--- config.mk ---
export PLATFORM = sky130hd
export DESIGN_NAME = ots_selector
export DESIGN_NICKNAME = d
export VERILOG_FILES = /design/src/hdl/ots_pkg.sv /design/src/hdl/ots_timed_detect.sv /design/src/hdl/ots_selector.sv
export SDC_FILE = /design/constraint.sdc
export NUM_CORES = 1
export LEC_CHECK = 0
export BUFFER_PORTS_ARGS = -buffer_cell sky130_fd_sc_hd__buf_2
export CAP_MARGIN = 25
export CORE_UTILIZATION = 55
export DETAILED_ROUTE_END_ITERATION = 7
export GPL_ROUTABILITY_DRIVEN = 1
export PLACE_DENSITY = 0.88
export SETUP_SLACK_MARGIN = 0.15
export SLEW_MARGIN = 20
export SYNTH_ARGS = -nofsm -noshare
export SYNTH_HDL_FRONTEND = slang
export SYNTH_SLANG_ARGS = --single-unit
--- constraint.sdc ---
create_clock -name sys_clk -period 5.6 [get_ports sys_clk]
set_input_delay 1.12 -clock sys_clk [delete_from_list [all_inputs] [get_ports sys_clk]]
set_output_delay 1.12 -clock sys_clk [all_outputs]
set_load 0.02 [all_outputs]
--- src/hdl/ots_pkg.sv ---
// Purpose: constants for the output terminal signal selector
// Assumes: setting codes held as 14-bit values (largest code 9999)
// Notes:   codes 0..99 positive logic, 100..199 negative logic, 9999 none
package ots_pkg;
	localparam int unsigned CODE_W        = 14;
	localparam int unsigned NUM_TERM      = 3;
	localparam int unsigned TERM_OC_A     = 0;
	localparam int unsigned TERM_OC_B     = 1;
	localparam int unsigned TERM_RELAY    = 2;
	localparam logic [13:0] RST_OC_A      = 14'h0000;
	localparam logic [13:0] RST_OC_B      = 14'h0004;
	localparam logic [13:0] RST_RELAY     = 14'h0063;
	localparam logic [13:0] NEG_OFFSET    = 14'h0064;
	localparam logic [13:0] NEG_LAST      = 14'h00c7;
	localparam logic [13:0] CODE_NONE     = 14'h270f;
	// positive-logic function codes
	localparam logic [6:0]  F_RUN         = 7'h00;
	localparam logic [6:0]  F_SU          = 7'h01;
	localparam logic [6:0]  F_OL          = 7'h03;
	localparam logic [6:0]  F_FU          = 7'h04;
	localparam logic [6:0]  F_RBP         = 7'h07;
	localparam logic [6:0]  F_THP         = 7'h08;
	localparam logic [6:0]  F_RY          = 7'h0b;
	localparam logic [6:0]  F_Y12         = 7'h0c;
	localparam logic [6:0]  F_Y13         = 7'h0d;
	localparam logic [6:0]  F_FDN         = 7'h0e;
	localparam logic [6:0]  F_FUP         = 7'h0f;
	localparam logic [6:0]  F_RL          = 7'h10;
	localparam logic [6:0]  F_BOF         = 7'h14;
	localparam logic [6:0]  F_FAN         = 7'h19;
	localparam logic [6:0]  F_FIN         = 7'h1a;
	localparam logic [6:0]  F_Y46         = 7'h2e;
	localparam logic [6:0]  F_PID         = 7'h2f;
	localparam logic [6:0]  F_Y64         = 7'h40;
	localparam logic [6:0]  F_Y90         = 7'h5a;
	localparam logic [6:0]  F_Y91         = 7'h5b;
	localparam logic [6:0]  F_Y93         = 7'h5d;
	localparam logic [6:0]  F_Y95         = 7'h5f;
	localparam logic [6:0]  F_REM         = 7'h60;
	localparam logic [6:0]  F_LF          = 7'h62;
	localparam logic [6:0]  F_ALM         = 7'h63;
	// prealarm ratio, percent of full scale
	localparam int unsigned PREALARM_PCT  = 85;
	localparam int unsigned FULL_PCT      = 100;
	localparam int unsigned LVL_W         = 16;
	localparam int unsigned TIME_W        = 16;
	localparam int unsigned FREQ_W        = 16;
endpackage

--- src/hdl/ots_timed_detect.sv ---
// Purpose: flags a condition held continuously longer than a cycle count
// Assumes: cond comes from logic on sys_clk
// Notes:   any gap in cond restarts the count
`timescale 1ns/1ps
module ots_timed_detect
	import ots_pkg::*;
(
	// clock and reset
	input  wire logic              sys_clk,
	input  wire logic              arst_n,
	// condition and hold time
	input  wire logic              cond,
	input  wire logic [TIME_W-1:0] hold_cycles,
	// result
	output logic                   detect
);
	logic [TIME_W-1:0] cnt_reg;
	logic [TIME_W-1:0] cnt_next;
	logic              det_reg;
	logic              det_next;

	// count while held; saturate once detect is up
	always_comb begin
		cnt_next = cnt_reg;
		det_next = det_reg;
		if (!cond) begin
			cnt_next = '0;
			det_next = 1'b0;
		end else if (cnt_reg >= hold_cycles) begin
			det_next = 1'b1; // strictly longer than the hold time
		end else begin
			cnt_next = cnt_reg + 1'b1;
		end
	end

	always_ff @(posedge sys_clk or negedge arst_n) begin
		if (!arst_n) begin
			cnt_reg <= '0;
			det_reg <= 1'b0;
		end else begin
			cnt_reg <= cnt_next;
			det_reg <= det_next;
		end
	end

	assign detect = det_reg;
endmodule

--- src/hdl/ots_selector.sv ---
// Purpose: builds drive status conditions and routes them to three output terminals
// Assumes: all status inputs come from logic on sys_clk
// Notes:   terminal outputs are conduct levels, registered
`timescale 1ns/1ps
module ots_selector
	import ots_pkg::*;
(
	// clock and reset
	input  wire logic              sys_clk,
	input  wire logic              arst_n,
	// setting writes, one strobe per terminal
	input  wire logic [2:0]        set_wr,
	input  wire logic [CODE_W-1:0] set_code,
	output logic                   set_refused,
	output logic [CODE_W-1:0]      oc_terminal_a_select,
	output logic [CODE_W-1:0]      oc_terminal_b_select,
	output logic [CODE_W-1:0]      relay_terminal_select,
	// drive state
	input  wire logic              drive_running,
	input  wire logic              drive_reverse,
	input  wire logic              init_done,
	input  wire logic              output_shutoff,
	input  wire logic [FREQ_W-1:0] out_freq,
	input  wire logic [FREQ_W-1:0] set_freq,
	input  wire logic [FREQ_W-1:0] start_freq,
	input  wire logic [FREQ_W-1:0] fwd_detect_freq,
	input  wire logic [FREQ_W-1:0] rev_detect_freq,
	input  wire logic              stall_active,
	// levels against limits
	input  wire logic [LVL_W-1:0]  regen_duty,
	input  wire logic [LVL_W-1:0]  regen_duty_limit,
	input  wire logic [LVL_W-1:0]  thermal_level,
	input  wire logic [LVL_W-1:0]  thermal_trip,
	input  wire logic [LVL_W-1:0]  heatsink_temp,
	input  wire logic [LVL_W-1:0]  heatsink_trip,
	input  wire logic [LVL_W-1:0]  out_current,
	input  wire logic [LVL_W-1:0]  current_thresh,
	input  wire logic [TIME_W-1:0] current_hold,
	input  wire logic [LVL_W-1:0]  out_power,
	input  wire logic [LVL_W-1:0]  zero_thresh,
	input  wire logic [TIME_W-1:0] zero_hold,
	// PID, brake and misc conditions
	input  wire logic              pid_active,
	input  wire logic              pid_feedback_low,
	input  wire logic              pid_feedback_high,
	input  wire logic              pid_forward,
	input  wire logic              brake_seq_enable,
	input  wire logic              brake_open_cmd,
	input  wire logic              fan_fault,
	input  wire logic              outage_decel_start,
	input  wire logic              outage_release,
	input  wire logic              retry_busy,
	input  wire logic              wearout_any,
	input  wire logic              fault_internal,
	input  wire logic              current_avg_pulse,
	input  wire logic              maint_timer_due,
	input  wire logic              remote_bit,
	input  wire logic              minor_alarm,
	input  wire logic              fault_active,
	// conduct level per terminal
	output logic                   oc_terminal_a_on,
	output logic                   oc_terminal_b_on,
	output logic                   relay_terminal_on
);
	// stored settings, refusal pulse, outage latch and terminal levels
	logic [CODE_W-1:0] sel_reg  [NUM_TERM];
	logic [CODE_W-1:0] sel_next [NUM_TERM];
	logic              refused_reg;
	logic              refused_next;
	logic              outage_reg;
	logic              outage_next;
	logic [NUM_TERM-1:0] on_reg;
	logic [NUM_TERM-1:0] on_next;

	// one slot per positive-logic code; unused slots stay low
	logic [127:0]      func_vec;
	// named status conditions
	logic              frequency_reached_flag;
	logic              stall_active_flag;
	logic              frequency_detect_flag;
	logic              regen_duty_prealarm;
	logic              thermal_prealarm;
	logic              drive_operable_flag;
	logic              overcurrent_detect_flag;
	logic              low_current_detect_flag;
	logic              feedback_low_limit_flag;
	logic              feedback_high_limit_flag;
	logic              loop_forward_flag;
	logic              brake_release_request;
	logic              heatsink_prealarm;
	logic              outage_decel_flag;
	logic              retry_active_flag;
	logic              wearout_alarm_flag;
	logic              fault_output_flag;

	// running level and raw comparisons for the timed detectors
	logic              run_flag;
	logic              cur_over;
	logic              pow_under;

	// code 0..99 with a defined function
	function automatic logic func_listed(input logic [6:0] f);
		case (f)
			F_RUN, F_SU, F_OL, F_FU, F_RBP, F_THP, F_RY, F_Y12, F_Y13,
			F_FDN, F_FUP, F_RL, F_BOF, F_FAN, F_FIN, F_Y46, F_PID, F_Y64,
			F_Y90, F_Y91, F_Y93, F_Y95, F_REM, F_LF, F_ALM: func_listed = 1'b1;
			default: func_listed = 1'b0;
		endcase
	endfunction

	// legal setting for a terminal; relay may not carry the pulse monitor
	function automatic logic code_ok(input logic [CODE_W-1:0] c, input logic relay);
		logic [CODE_W-1:0] base;
		// strip the negative-logic offset before the lookup
		base = (c >= NEG_OFFSET) ? c - NEG_OFFSET : c;
		if (c == CODE_NONE)
			code_ok = 1'b1;
		else if (c > NEG_LAST)
			code_ok = 1'b0;
		else if (relay && base[6:0] == F_Y93)
			code_ok = 1'b0;
		else
			code_ok = func_listed(base[6:0]);
	endfunction

	// level at or above 85 percent of a limit, widened to avoid overflow
	function automatic logic prealarm(input logic [LVL_W-1:0] v, input logic [LVL_W-1:0] lim);
		logic [LVL_W+7:0] lhs;
		logic [LVL_W+7:0] rhs;
		// compare v*100 against lim*85 so no division is needed
		lhs = {8'h00, v} * (LVL_W+8)'(FULL_PCT);
		rhs = {8'h00, lim} * (LVL_W+8)'(PREALARM_PCT);
		prealarm = (lim != '0) && (lhs >= rhs);
	endfunction

	// conduct level from a setting and the function vector
	function automatic logic term_level(input logic [CODE_W-1:0] c, input logic [127:0] fv);
		logic [CODE_W-1:0] base;
		logic              neg;
		base = (c >= NEG_OFFSET) ? c - NEG_OFFSET : c;
		neg  = (c >= NEG_OFFSET);
		// out-of-range and unlisted codes never conduct
		if (c > NEG_LAST)
			term_level = 1'b0;
		else if (!func_listed(base[6:0]))
			term_level = 1'b0;
		else
			term_level = fv[base[6:0]] ^ neg;
	endfunction

	// timed current detectors
	// a hold of zero still needs one cycle of condition first
	assign cur_over  = out_current > current_thresh;
	assign pow_under = out_power < zero_thresh;

	ots_timed_detect u_over_det (
		.sys_clk     (sys_clk),
		.arst_n      (arst_n),
		.cond        (cur_over),
		.hold_cycles (current_hold),
		.detect      (overcurrent_detect_flag)
	);

	ots_timed_detect u_zero_det (
		.sys_clk     (sys_clk),
		.arst_n      (arst_n),
		.cond        (pow_under),
		.hold_cycles (zero_hold),
		.detect      (low_current_detect_flag)
	);

	// status conditions
	assign run_flag = drive_running && (out_freq >= start_freq);
	assign frequency_reached_flag = drive_running && (out_freq == set_freq);
	assign stall_active_flag = stall_active;
	// reverse rotation switches to its own threshold
	assign frequency_detect_flag =
		out_freq >= (drive_reverse ? rev_detect_freq : fwd_detect_freq);
	assign regen_duty_prealarm = prealarm(regen_duty, regen_duty_limit);
	assign thermal_prealarm = prealarm(thermal_level, thermal_trip);
	// ready also stays on while running, off at output shutoff
	assign drive_operable_flag = init_done && !output_shutoff;
	assign feedback_low_limit_flag  = pid_active && pid_feedback_low;
	assign feedback_high_limit_flag = pid_active && pid_feedback_high;
	assign loop_forward_flag        = pid_active && pid_forward;
	assign brake_release_request = brake_seq_enable && brake_open_cmd;
	assign heatsink_prealarm = prealarm(heatsink_temp, heatsink_trip);
	assign outage_decel_flag = outage_reg;
	assign retry_active_flag = retry_busy;
	assign wearout_alarm_flag = wearout_any;
	assign fault_output_flag = fault_active;

	// function vector indexed by positive-logic code
	always_comb begin
		func_vec = '0;
		func_vec[F_RUN] = run_flag;
		func_vec[F_SU]  = frequency_reached_flag;
		func_vec[F_OL]  = stall_active_flag;
		func_vec[F_FU]  = frequency_detect_flag;
		func_vec[F_RBP] = regen_duty_prealarm;
		func_vec[F_THP] = thermal_prealarm;
		func_vec[F_RY]  = drive_operable_flag;
		func_vec[F_Y12] = overcurrent_detect_flag;
		func_vec[F_Y13] = low_current_detect_flag;
		func_vec[F_FDN] = feedback_low_limit_flag;
		func_vec[F_FUP] = feedback_high_limit_flag;
		func_vec[F_RL]  = loop_forward_flag;
		func_vec[F_BOF] = brake_release_request;
		func_vec[F_FAN] = fan_fault;
		func_vec[F_FIN] = heatsink_prealarm;
		func_vec[F_Y46] = outage_decel_flag;
		func_vec[F_PID] = pid_active;
		func_vec[F_Y64] = retry_active_flag;
		func_vec[F_Y90] = wearout_alarm_flag;
		// remaining codes map straight to their inputs
		func_vec[F_Y91] = fault_internal;
		func_vec[F_Y93] = current_avg_pulse;
		func_vec[F_Y95] = maint_timer_due;
		func_vec[F_REM] = remote_bit;
		func_vec[F_LF]  = minor_alarm;
		func_vec[F_ALM] = fault_output_flag;
	end

	// settings, outage latch and terminal levels
	always_comb begin
		for (int i = 0; i < NUM_TERM; i++) begin
			sel_next[i] = sel_reg[i];
		end
		refused_next = 1'b0;
		// an illegal code keeps the old setting and only pulses the refusal
		// several strobes at once write the same code to each strobed terminal, except the pulse monitor on the relay
		for (int i = 0; i < NUM_TERM; i++) begin
			if (set_wr[i]) begin
				if (code_ok(set_code, i == TERM_RELAY))
					sel_next[i] = set_code;
				else
					refused_next = 1'b1;
			end
		end
		// start wins over release so a new outage is never lost
		outage_next = outage_reg;
		if (outage_release)
			outage_next = 1'b0;
		if (outage_decel_start)
			outage_next = 1'b1;
		// levels use the stored settings, so a new code shows one cycle later
		for (int i = 0; i < NUM_TERM; i++) begin
			on_next[i] = term_level(sel_reg[i], func_vec);
		end
	end

	// register stage; settings restart at defaults
	always_ff @(posedge sys_clk or negedge arst_n) begin
		if (!arst_n) begin
			sel_reg[TERM_OC_A]  <= RST_OC_A;
			sel_reg[TERM_OC_B]  <= RST_OC_B;
			sel_reg[TERM_RELAY] <= RST_RELAY;
			refused_reg         <= 1'b0;
			outage_reg          <= 1'b0;
			on_reg              <= '0;
		end else begin
			for (int i = 0; i < NUM_TERM; i++) begin
				sel_reg[i] <= sel_next[i];
			end
			refused_reg <= refused_next;
			outage_reg  <= outage_next;
			on_reg      <= on_next;
		end
	end

	// every output straight from a flop, no logic behind it
	assign oc_terminal_a_select  = sel_reg[TERM_OC_A];
	assign oc_terminal_b_select  = sel_reg[TERM_OC_B];
	assign relay_terminal_select = sel_reg[TERM_RELAY];
	assign set_refused           = refused_reg;
	assign oc_terminal_a_on      = on_reg[TERM_OC_A];
	assign oc_terminal_b_on      = on_reg[TERM_OC_B];
	assign relay_terminal_on     = on_reg[TERM_RELAY];
endmodule

==> flow_metrics.tcl, run 1 <==
set metrics [dict create \
    synth_top_area_frac 0.296 \
    syn_to_final_growth_pct 27.0 \
    io_pins 359 \
    synth_edf_count 0 \
    synth_flop_cell "dfrtp_1" \
    grt_pass1_vias 22300 \
    violations "setup timing" \
    coreArea_um2 37500 \
    die_area_um2 38800 \
    fp-row-count 71 \
    hpwl_um 56000 \
    cpPeakStageDelay_ps 520 \
    setup_slack_ps -978 \
    grtUsageTotal 0.339 \
    grt_max_degree 48 \
    timing.rr.end "on_reg[0]" \
    min_from "oc_terminal_b_select[12]" \
    drtIter0Drc 1387 \
    drive_gt1_frac 0.271 \
    wl_um 67800 \
    required_ps 5860 \
    ys_ff_latch 81 \
    start_kind "primary input" \
    worstSetupPathType "in2reg" \
    met2_length_um 32800 \
    p_total_uw 7820 \
    period_needed_ps 6580 \
    period_share 1.17 \
    clock_sinks 81 \
    cp.depth 27 \
    worst_pin_slew_ps 985 \
    ff2ff_setup_slack_ps 1860 \
    crit_path_frequent_cell "a211oi_2" \
    io_buffer_count 358 \
    rsz0062_at_grt "true" \
    critPathCaptureType "register" \
    hold_buffers 0 \
    vdd_ir_drop_max_mv 0.206 \
    htree_num_levels 3 \
    synth_area_leaders "ha_1, fa_1, dfrtp_1, inv_1, a21oi_1" \
    yosys.area.top_type "ha_1" \
    topRoutingLayerUsed "met5" \
    dpl_cell_area_um2 25700 \
    overflow 0 \
    async_reset_ff_frac 1.00 \
    r2r_cells 9 \
    synth_common_cells "ha_1, inv_1, a21oi_1" \
    grt_pass1_wl_um 107000 \
    hold-path-cell-count 1 \
    skew_ps 6.39 \
    vias_per_cell 5.90 \
    tritoncts "yes" \
    status "finished, violations left" \
    crit_fanout 4 \
    insertion_delay_ps 340 \
    antenna_found_initial 4 \
    synth.net_count 3412 \
    wire_per_inst_um 18.5 \
    max_freq_mhz 152 \
    slowest_stage "fa_1" \
    gp_congestion 0.972 \
    numCtsBuffers 9 \
    antenna_left 0 \
    arrival_ps 6840 \
    p_per_area_nw_per_um2 295 \
    leakage_uw 0.0145 \
    first_pass_iters 7 \
    report.final.slew_viol_count 0 \
    syn_area_um2 20900 \
    avgSynthCellArea_um2 8.36 \
    syn_inst 2499 \
    clockRootBuffer "clkbuf_16" \
    yosysWarnings 0 \
    vias 21600 \
    crit_buf_inv 5 \
    clk_path_buf_depth 2 \
    final_util 0.708 \
    hold_viol 0 \
    ys_types 79 \
    synth.most_common_cell "ha_1" \
    wl_met1_um 26400 \
    cap_violations 0 \
    holdCritPathClass "reg2reg" \
    initial_core_util 0.557 \
    fp.dieW_um 197 \
    design_area_um2 26500 \
    path_clk_slew_ps 70 \
    drcViolationCount 0 \
    die_h_um 197 \
    whs_endpoint "oc_terminal_b_select[12]" \
    rr_startpoint "oc_terminal_a_select[10]" \
    nets 4060 \
    route.met3.wl_um 5140 \
    setup_violations 3 \
    crit_family "compound AO/OA/AOI/OAI gates" \
    synth_seq_area_share 0.0973 \
    maxSlewHeadroom 0.341 \
]
==> metrics by stage <==
step           worst slack (ps)  instances  setup TNS, ps  hold WS, ps
6_report                   -978       3667          -2740          504
5_1_grt                   -1190       3664          -3430          522
4_1_cts                    -739       3656          -2160          509
3_5_place_dp              -1490       3630          -4330          491
3_3_place_gp              -1210       3630          -3550          485
2_1_floorplan              -753       2499          -2110          491
==> power breakdown <==
part           switching (µW)  internal, µW
Sequential               44.0           615
Combinational            3390          3060
Clock                     260           450
==> cells in the final DEF (no fill, tap or decap), drive strengths merged, types with 8 or more instances in the layout <==
cell / n
o21ai: 103
mux2i: 40
or3: 23
a21oi: 132
or4: 14
nand2: 120
xor2: 69
a21o: 53
o211ai: 31
ha: 495
and2: 29
nor3b: 9
o21a: 16
a31oi: 26
inv: 437
o21bai: 13
o2111ai: 16
clkbuf: 10
nand4: 23
or2: 16
a211oi: 34
a2111oi: 9
fa: 105
nor2b: 25
o31ai: 21
nand2b: 31
o221ai: 8
a211o: 10
buf: 674
and3: 32
nor3: 56
mux2: 31
nor4: 30
nor2: 113
dfrtp: 76
and4: 9
nand3: 48
xnor2: 58
==> area by class of cell <==
| class | count | area [µm²] |
|---|---|---|
| Multi-Input combinational cell | 1942 | 17600 |
| Tap cell | 511 | 639 |
| Inverter | 439 | 1650 |
| Antenna cell | 4 | 10.0 |
| Clock inverter | 6 | 113 |
| Timing Repair Buffer | 674 | 4210 |
| Fill cell | 2755 | 11000 |
| Sequential cell | 81 | 2030 |
| Clock buffer | 10 | 239 |
==> worst max-delay path by stage <==
stage	slack (ps)	end	from
floorplan	-750	on_reg[2]	regen_duty_limit[3]
global placement	-1210	on_reg[2]	regen_duty_limit[3]
detailed placement	-1490	on_reg[2]	regen_duty_limit[3]
CTS	-740	on_reg[2]	heatsink_trip[4]
global route	-1190	on_reg[2]	heatsink_trip[1]
finish	-980	on_reg[2]	heatsink_trip[5]
==> layer usage <==
metal  GRT usage  vias to the layer above
met5           0                        -
met1       0.395                    10200
met4       0.171                        2
met3      0.0525                      241
met2       0.603                     1009
li1            -                    10200
==> logic make-up after synthesis <==
kind of cell,count (synthesis),share of synthesized area
fa+ha+maj,600,0.397
flops,81,0.0973
mux,71,0.0379
compound gates,555,0.181
buf+inv,476,0.0866
simple gates,589,0.147
xor+xnor,127,0.0532
==> what timing repair did <==
item,CTS,global route
setup buffers,10,7
resized for setup,59,23
pin swaps,69,29
endpoints found under the setup margin,3,3
(Power assumes the default switching activity.)
==> run 2, diff against run 1 <==
--- a/config.mk
+++ b/config.mk
@@ -6,7 +6,7 @@
 export NUM_CORES = 1
 export LEC_CHECK = 0
 export BUFFER_PORTS_ARGS = -buffer_cell sky130_fd_sc_hd__buf_2
-export CAP_MARGIN = 25
+export CAP_MARGIN = 20
 export CORE_UTILIZATION = 55
 export DETAILED_ROUTE_END_ITERATION = 7
 export GPL_ROUTABILITY_DRIVEN = 1
==> constraint.sdc (replaced) <==
create_clock -name sys_clk -period 8.01 [get_ports sys_clk]
set_input_delay 1.602 -clock sys_clk [delete_from_list [all_inputs] [get_ports sys_clk]]
set_output_delay 1.602 -clock sys_clk [all_outputs]
set_load 0.02 [all_outputs]
==> run 2 against run 1 <==
The run now ends clean. Final area down 11%. Non-clock buffer count down 310. Critical path depth up 2. Global-route usage down 3.5 points. Via count down 9.0%. Sequential power down 30%. Wire length down 14%. Sequential share of layout area up 0.95 points. Die area unchanged. Sequential cell count unchanged. Largest power group unchanged.
==> flow_metrics.tcl, run 2 (same netlist as run 1, synthesis figures left out) <==
set metrics [dict create \
    status "finished, final reports clean" \
    first_pass_iters 7 \
    cpPeakStageDelay_ps 490 \
    fp.dieW_um 197 \
    gp_congestion 0.927 \
    insertion_delay_ps 350 \
    grt_pass1_wl_um 97100 \
    vdd_ir_drop_max_mv 0.106 \
    worstSetupPathType "in2reg" \
    drive_gt1_frac 0.161 \
    clk_path_buf_depth 2 \
    holdCritPathClass "reg2reg" \
    numCtsBuffers 9 \
    coreArea_um2 37500 \
    cts_setup_buffers 0 \
    p_per_area_nw_per_um2 184 \
    wl_um 58500 \
    hold_viol 0 \
    rsz0062_at_grt "true" \
    arrival_ps 7800 \
    io_buffer_count 358 \
    crit_fanout 5 \
    initial_core_util 0.557 \
    io_pins 359 \
    cap_violations 0 \
    die_h_um 197 \
    fin_tns_setup_ps 0 \
    syn_to_final_growth_pct 12.9 \
    period_share 0.947 \
    vias 19700 \
    setup_slack_ps 427 \
    regArea_um2 2030 \
    fillCellCount 3168 \
    multi_input_area_um2 17100 \
    critPathCaptureType "register" \
    grt_pass1_vias 20300 \
    skew_ps 10.7 \
    whs_ps 528 \
    period_needed_ps 7580 \
    hpwl_um 50400 \
    worst_pin_slew_ps 935 \
    path_clk_slew_ps 60 \
    final_cell_mix "ha_1, inv_1, buf_2" \
    clockRootBuffer "clkbuf_16" \
    drtIter0Drc 1173 \
    setup_violations 0 \
    clock_sinks 81 \
    nets 3750 \
    mostFrequentLayoutCell "ha_1" \
    wire_per_inst_um 17.4 \
    dp_slack_ps -44.0 \
    htree_num_levels 3 \
    required_ps 8230 \
    die_area_um2 38800 \
    drcViolationCount 0 \
    hold_buffers 0 \
    overflow 0 \
    grtUsageTotal 0.304 \
    max_freq_mhz 132 \
    final_util 0.629 \
    start_kind "primary input" \
    maxSlewHeadroom 0.375 \
    slowest_stage "fa_1" \
    fp-row-count 71 \
    vias_per_cell 5.86 \
    tritoncts "yes" \
    grt_max_degree 62 \
    antenna_found_initial 7 \
    antenna_left 0 \
    report.final.slew_viol_count 0 \
    leakage_uw 0.0130 \
]
-- run 2: area by class of cell --
class                   instances  area share
multi-input cells            1942       0.725
flip-flops and latches         81      0.0862
repair buffers                364      0.0780
inverters                     439      0.0698
well taps                     511      0.0271
clock buffers                  10      0.0101
clock inverters                 6     0.00382
diodes                          3    0.000318
-- run 2: path summary, 6_finish.rpt --
kind / start / endpoint / slack, ps / depth (start not counted)
setup / recovery: heatsink_trip[1] / on_reg[0] / 430 / 29
hold / removal: oc_terminal_a_select[11] / oc_terminal_a_select[11] / 530 / 1
setup reg to reg: oc_terminal_a_select[10] / on_reg[0] / 4260 / 9
hold reg to reg: oc_terminal_a_select[11] / oc_terminal_a_select[11] / 530 / 1
max in group asynchronous: arst_n / u_over_det.detect / 5750 / 2
min in group asynchronous: arst_n / u_zero_det.cnt_reg[7] / 1130 / 1
-- run 2: stage by stage --
stage / instance area [µm²] / total power (µW) / cells
floorplan: 20900 / 2910 / 2499
global placement: 23200 / 3610 / 3337
detailed placement: 23200 / 3800 / 3337
CTS: 23500 / 4290 / 3353
global route: 23600 / 4840 / 3356
finish: 23600 / 4340 / 3356
-- run 2: repair_timing --
item	in CTS	in global routing
hold endpoints to repair	0	0
gates resized for setup	0	14
setup endpoints to repair	0	3
-- run 2: power by group --
part           internal, µW  switching, µW
Clock                   283            179
Combinational          1470           1940
Sequential              430           32.5
Total                  2180           2160
-- run 2: worst max-delay path, delay by kind of cell --
family,cells,cell delay (ps)
buffers and inverters,6,610
adder cells (fa/ha/maj),6,2110
AO/OA/AOI/OAI,11,2180
multiplexers,1,290
XOR/XNOR,1,90
AND/OR/NAND/NOR,4,910
-- run 2: routing by layer --
metal	share of wire	up-vias	global-route usage
met5	0.00070	-	0
met4	0.040	6	0.136
met3	0.062	153	0.0477
met2	0.49	744	0.546
met1	0.40	9225	0.355
li1	-	9542	-
==> run 3, diff against run 2 <==
--- a/config.mk
+++ b/config.mk
@@ -6,7 +6,7 @@
 export NUM_CORES = 1
 export LEC_CHECK = 0
 export BUFFER_PORTS_ARGS = -buffer_cell sky130_fd_sc_hd__buf_2
-export CAP_MARGIN = 20
+export CAP_MARGIN = 40
 export CORE_UTILIZATION = 55
 export DETAILED_ROUTE_END_ITERATION = 7
 export GPL_ROUTABILITY_DRIVEN = 1
==> constraint.sdc (replaced) <==
create_clock -name sys_clk -period 7.3 [get_ports sys_clk]
set_input_delay 1.46 -clock sys_clk [delete_from_list [all_inputs] [get_ports sys_clk]]
set_output_delay 1.46 -clock sys_clk [all_outputs]
set_load 0.02 [all_outputs]
==> run 3 against run 2 <==
Sequential share of layout area shrank 0.27 points. Count of clock-buffer cells in the layout fell by 1. Wire length rose by 3.3%. Global-route usage is 0.11 points lower. Critical path depth grew 1. Clock skew is 1.8 ps higher. Sequential power rose by 9.1%. Worst hold slack lost 2.8 ps. Non-clock buffer count is 62 higher. Power grew 19%. Via count rose by 2.7%. Largest power group unchanged.
==> flow_metrics.tcl, run 3 (same netlist as run 1, synthesis figures left out) <==
set metrics [dict create \
    status "finished, final reports clean" \
    period_share 0.960 \
    worst_pin_slew_ps 802 \
    rr_startpoint "oc_terminal_a_select[10]" \
    required_ps 7530 \
    layout.cells.non_filler 3417 \
    insertion_delay_ps 350 \
    hpwl_um 51000 \
    rsz0062_at_grt "false" \
    cpPeakStageDelay_ps 490 \
    mostFrequentLayoutCell "ha_1" \
    route.met3.wl_um 3940 \
    clock_sinks 81 \
    final_cell_mix "ha_1, inv_1, buf_2" \
    io_buffer_count 358 \
    antenna_left 0 \
    clk_path_buf_depth 2 \
    arrival_ps 7240 \
    vias_per_cell 5.91 \
    die_h_um 197 \
    hold-path-cell-count 1 \
    max_freq_mhz 143 \
    p_int_uw 2610 \
    vias 20200 \
    path_clk_slew_ps 70 \
    report.final.slew_viol_count 0 \
    first_pass_iters 5 \
    start_kind "primary input" \
    coreArea_um2 37500 \
    r2r_cells 10 \
    leakage_uw 0.0133 \
    antenna_found_initial 5 \
    cap_violations 0 \
    p_sw_uw 2540 \
    drcViolationCount 0 \
    htree_num_levels 3 \
    multi_input_area_um2 17400 \
    grt_pass1_vias 20300 \
    final_util 0.650 \
    crit_fanout 3 \
    initial_core_util 0.557 \
    maxSlewHeadroom 0.461 \
    regArea_um2 2030 \
    io_pins 359 \
    grt_max_degree 46 \
    hold_buffers 0 \
    min_from "oc_terminal_a_select[11]" \
    design_area_um2 24400 \
    p_total_uw 5150 \
    whs_endpoint "oc_terminal_a_select[11]" \
    grtUsageTotal 0.303 \
    vdd_ir_drop_max_mv 0.127 \
    hold_viol 0 \
    slowest_stage "fa_1" \
    drive_gt1_frac 0.193 \
    setup_violations 0 \
    place_inst 3393 \
    clock_power_share 0.099 \
    topRoutingLayerUsed "met5" \
    wl_um 60400 \
    p_per_area_nw_per_um2 211 \
    dpl_cell_area_um2 23600 \
    period_needed_ps 7010 \
    clockRootBuffer "clkbuf_16" \
    syn_to_final_growth_pct 16.6 \
    fp.dieW_um 197 \
    comb_power_share 0.803 \
    met2_length_um 30700 \
    wl_met1_um 23500 \
    nets 3812 \
    drtIter0Drc 1216 \
    swShare 0.493 \
    die_area_um2 38800 \
    seqPwrFrac 0.098 \
    tritoncts "yes" \
    crit_path_frequent_cell "inv_1" \
    skew_ps 12.5 \
    fp-row-count 71 \
    wire_per_inst_um 17.7 \
    holdCritPathClass "reg2reg" \
    ff2ff_setup_slack_ps 3680 \
    timing.rr.end "on_reg[0]" \
    critPathCaptureType "register" \
    fillCellCount 2982 \
    gp_congestion 0.957 \
    grt_pass1_wl_um 96500 \
    numCtsBuffers 9 \
    overflow 0 \
    worstSetupPathType "in2reg" \
]
==> run 3: cell types whose count changed in the layout (fill, tap and decap cells not counted), moves of 4 or more <==
cell | previous run | this run
buf_4 | 7 | 68
ha_1 | 495 | 483
ha_4 | 0 | 11
a21oi_1 | 130 | 122
a21oi_2 | 2 | 9
o21ai_0 | 100 | 94
o21ai_1 | 3 | 7
==> run 3: how the worst max path moves through the flow <==
stage	start	endpoint	cells after the start	slack, ps
after floorplan	regen_duty_limit[3]	on_reg[2]	26	250
after global placement	regen_duty_limit[3]	on_reg[2]	28	-140
after detailed placement	regen_duty_limit[3]	on_reg[2]	27	-460
after CTS	regen_duty_limit[3]	on_reg[2]	29	150
after global routing	regen_duty_limit[3]	on_reg[2]	30	80
final	regen_duty_limit[3]	on_reg[0]	30	290
==> run 3: per-stage QoR <==
| stage | setup WS (ps) | TNS (ps) | hold WS [ps] |
|---|---|---|---|
| after floorplan | 255 | 0 | 491 |
| after global placement | -142 | -346 | 489 |
| after detailed placement | -458 | -1180 | 505 |
| after CTS | 150 | 0 | 521 |
| after global routing | 77.3 | 0 | 541 |
| final | 291 | 0 | 525 |
==> run 3: critical path: cells and delay by family <==
kind                       cells  cell delay (ps)
muxes                          1              340
AOI/OAI and AO/OA             13             2160
and+or+nand+nor                3              620
adders and majority gates      6             1970
buffers and inverters          7              680
==> run 3: what timing repair did <==
| item | in CTS | in global routing |
|---|---|---|
| pin swaps | 3 | 42 |
| setup buffers | 0 | 5 |
| resized for setup | 10 | 55 |
| endpoints found under the setup margin | 3 | 3 |
==> run 3: power by group through the flow <==
stage          Clock [µW]  Sequential (µW)  Combinational, µW
2_1_floorplan           0              512               2680
3_3_place_gp            0              510               3600
3_5_place_dp            0              512               3840
4_1_cts               516              504               3890
5_1_grt               534              508               4630
6_report              511              505               4130
==> run 3: per-layer routing <==
| layer | vias to the layer above | global-route usage |
|---|---|---|
| li1 | 9676 | - |
| met5 | - | 0 |
| met3 | 156 | 0.0527 |
| met4 | 6 | 0.126 |
| met2 | 801 | 0.559 |
| met1 | 9553 | 0.342 |
==> run 3: final cells by class <==
cell class	count	area share
flip-flops and latches	81	0.0834
diodes	2	0.000205
repair buffers	426	0.0945
clock inverters	7	0.00416
clock buffers	9	0.00924
inverters	439	0.0676
well taps	511	0.0262
multi-input cells	1942	0.715
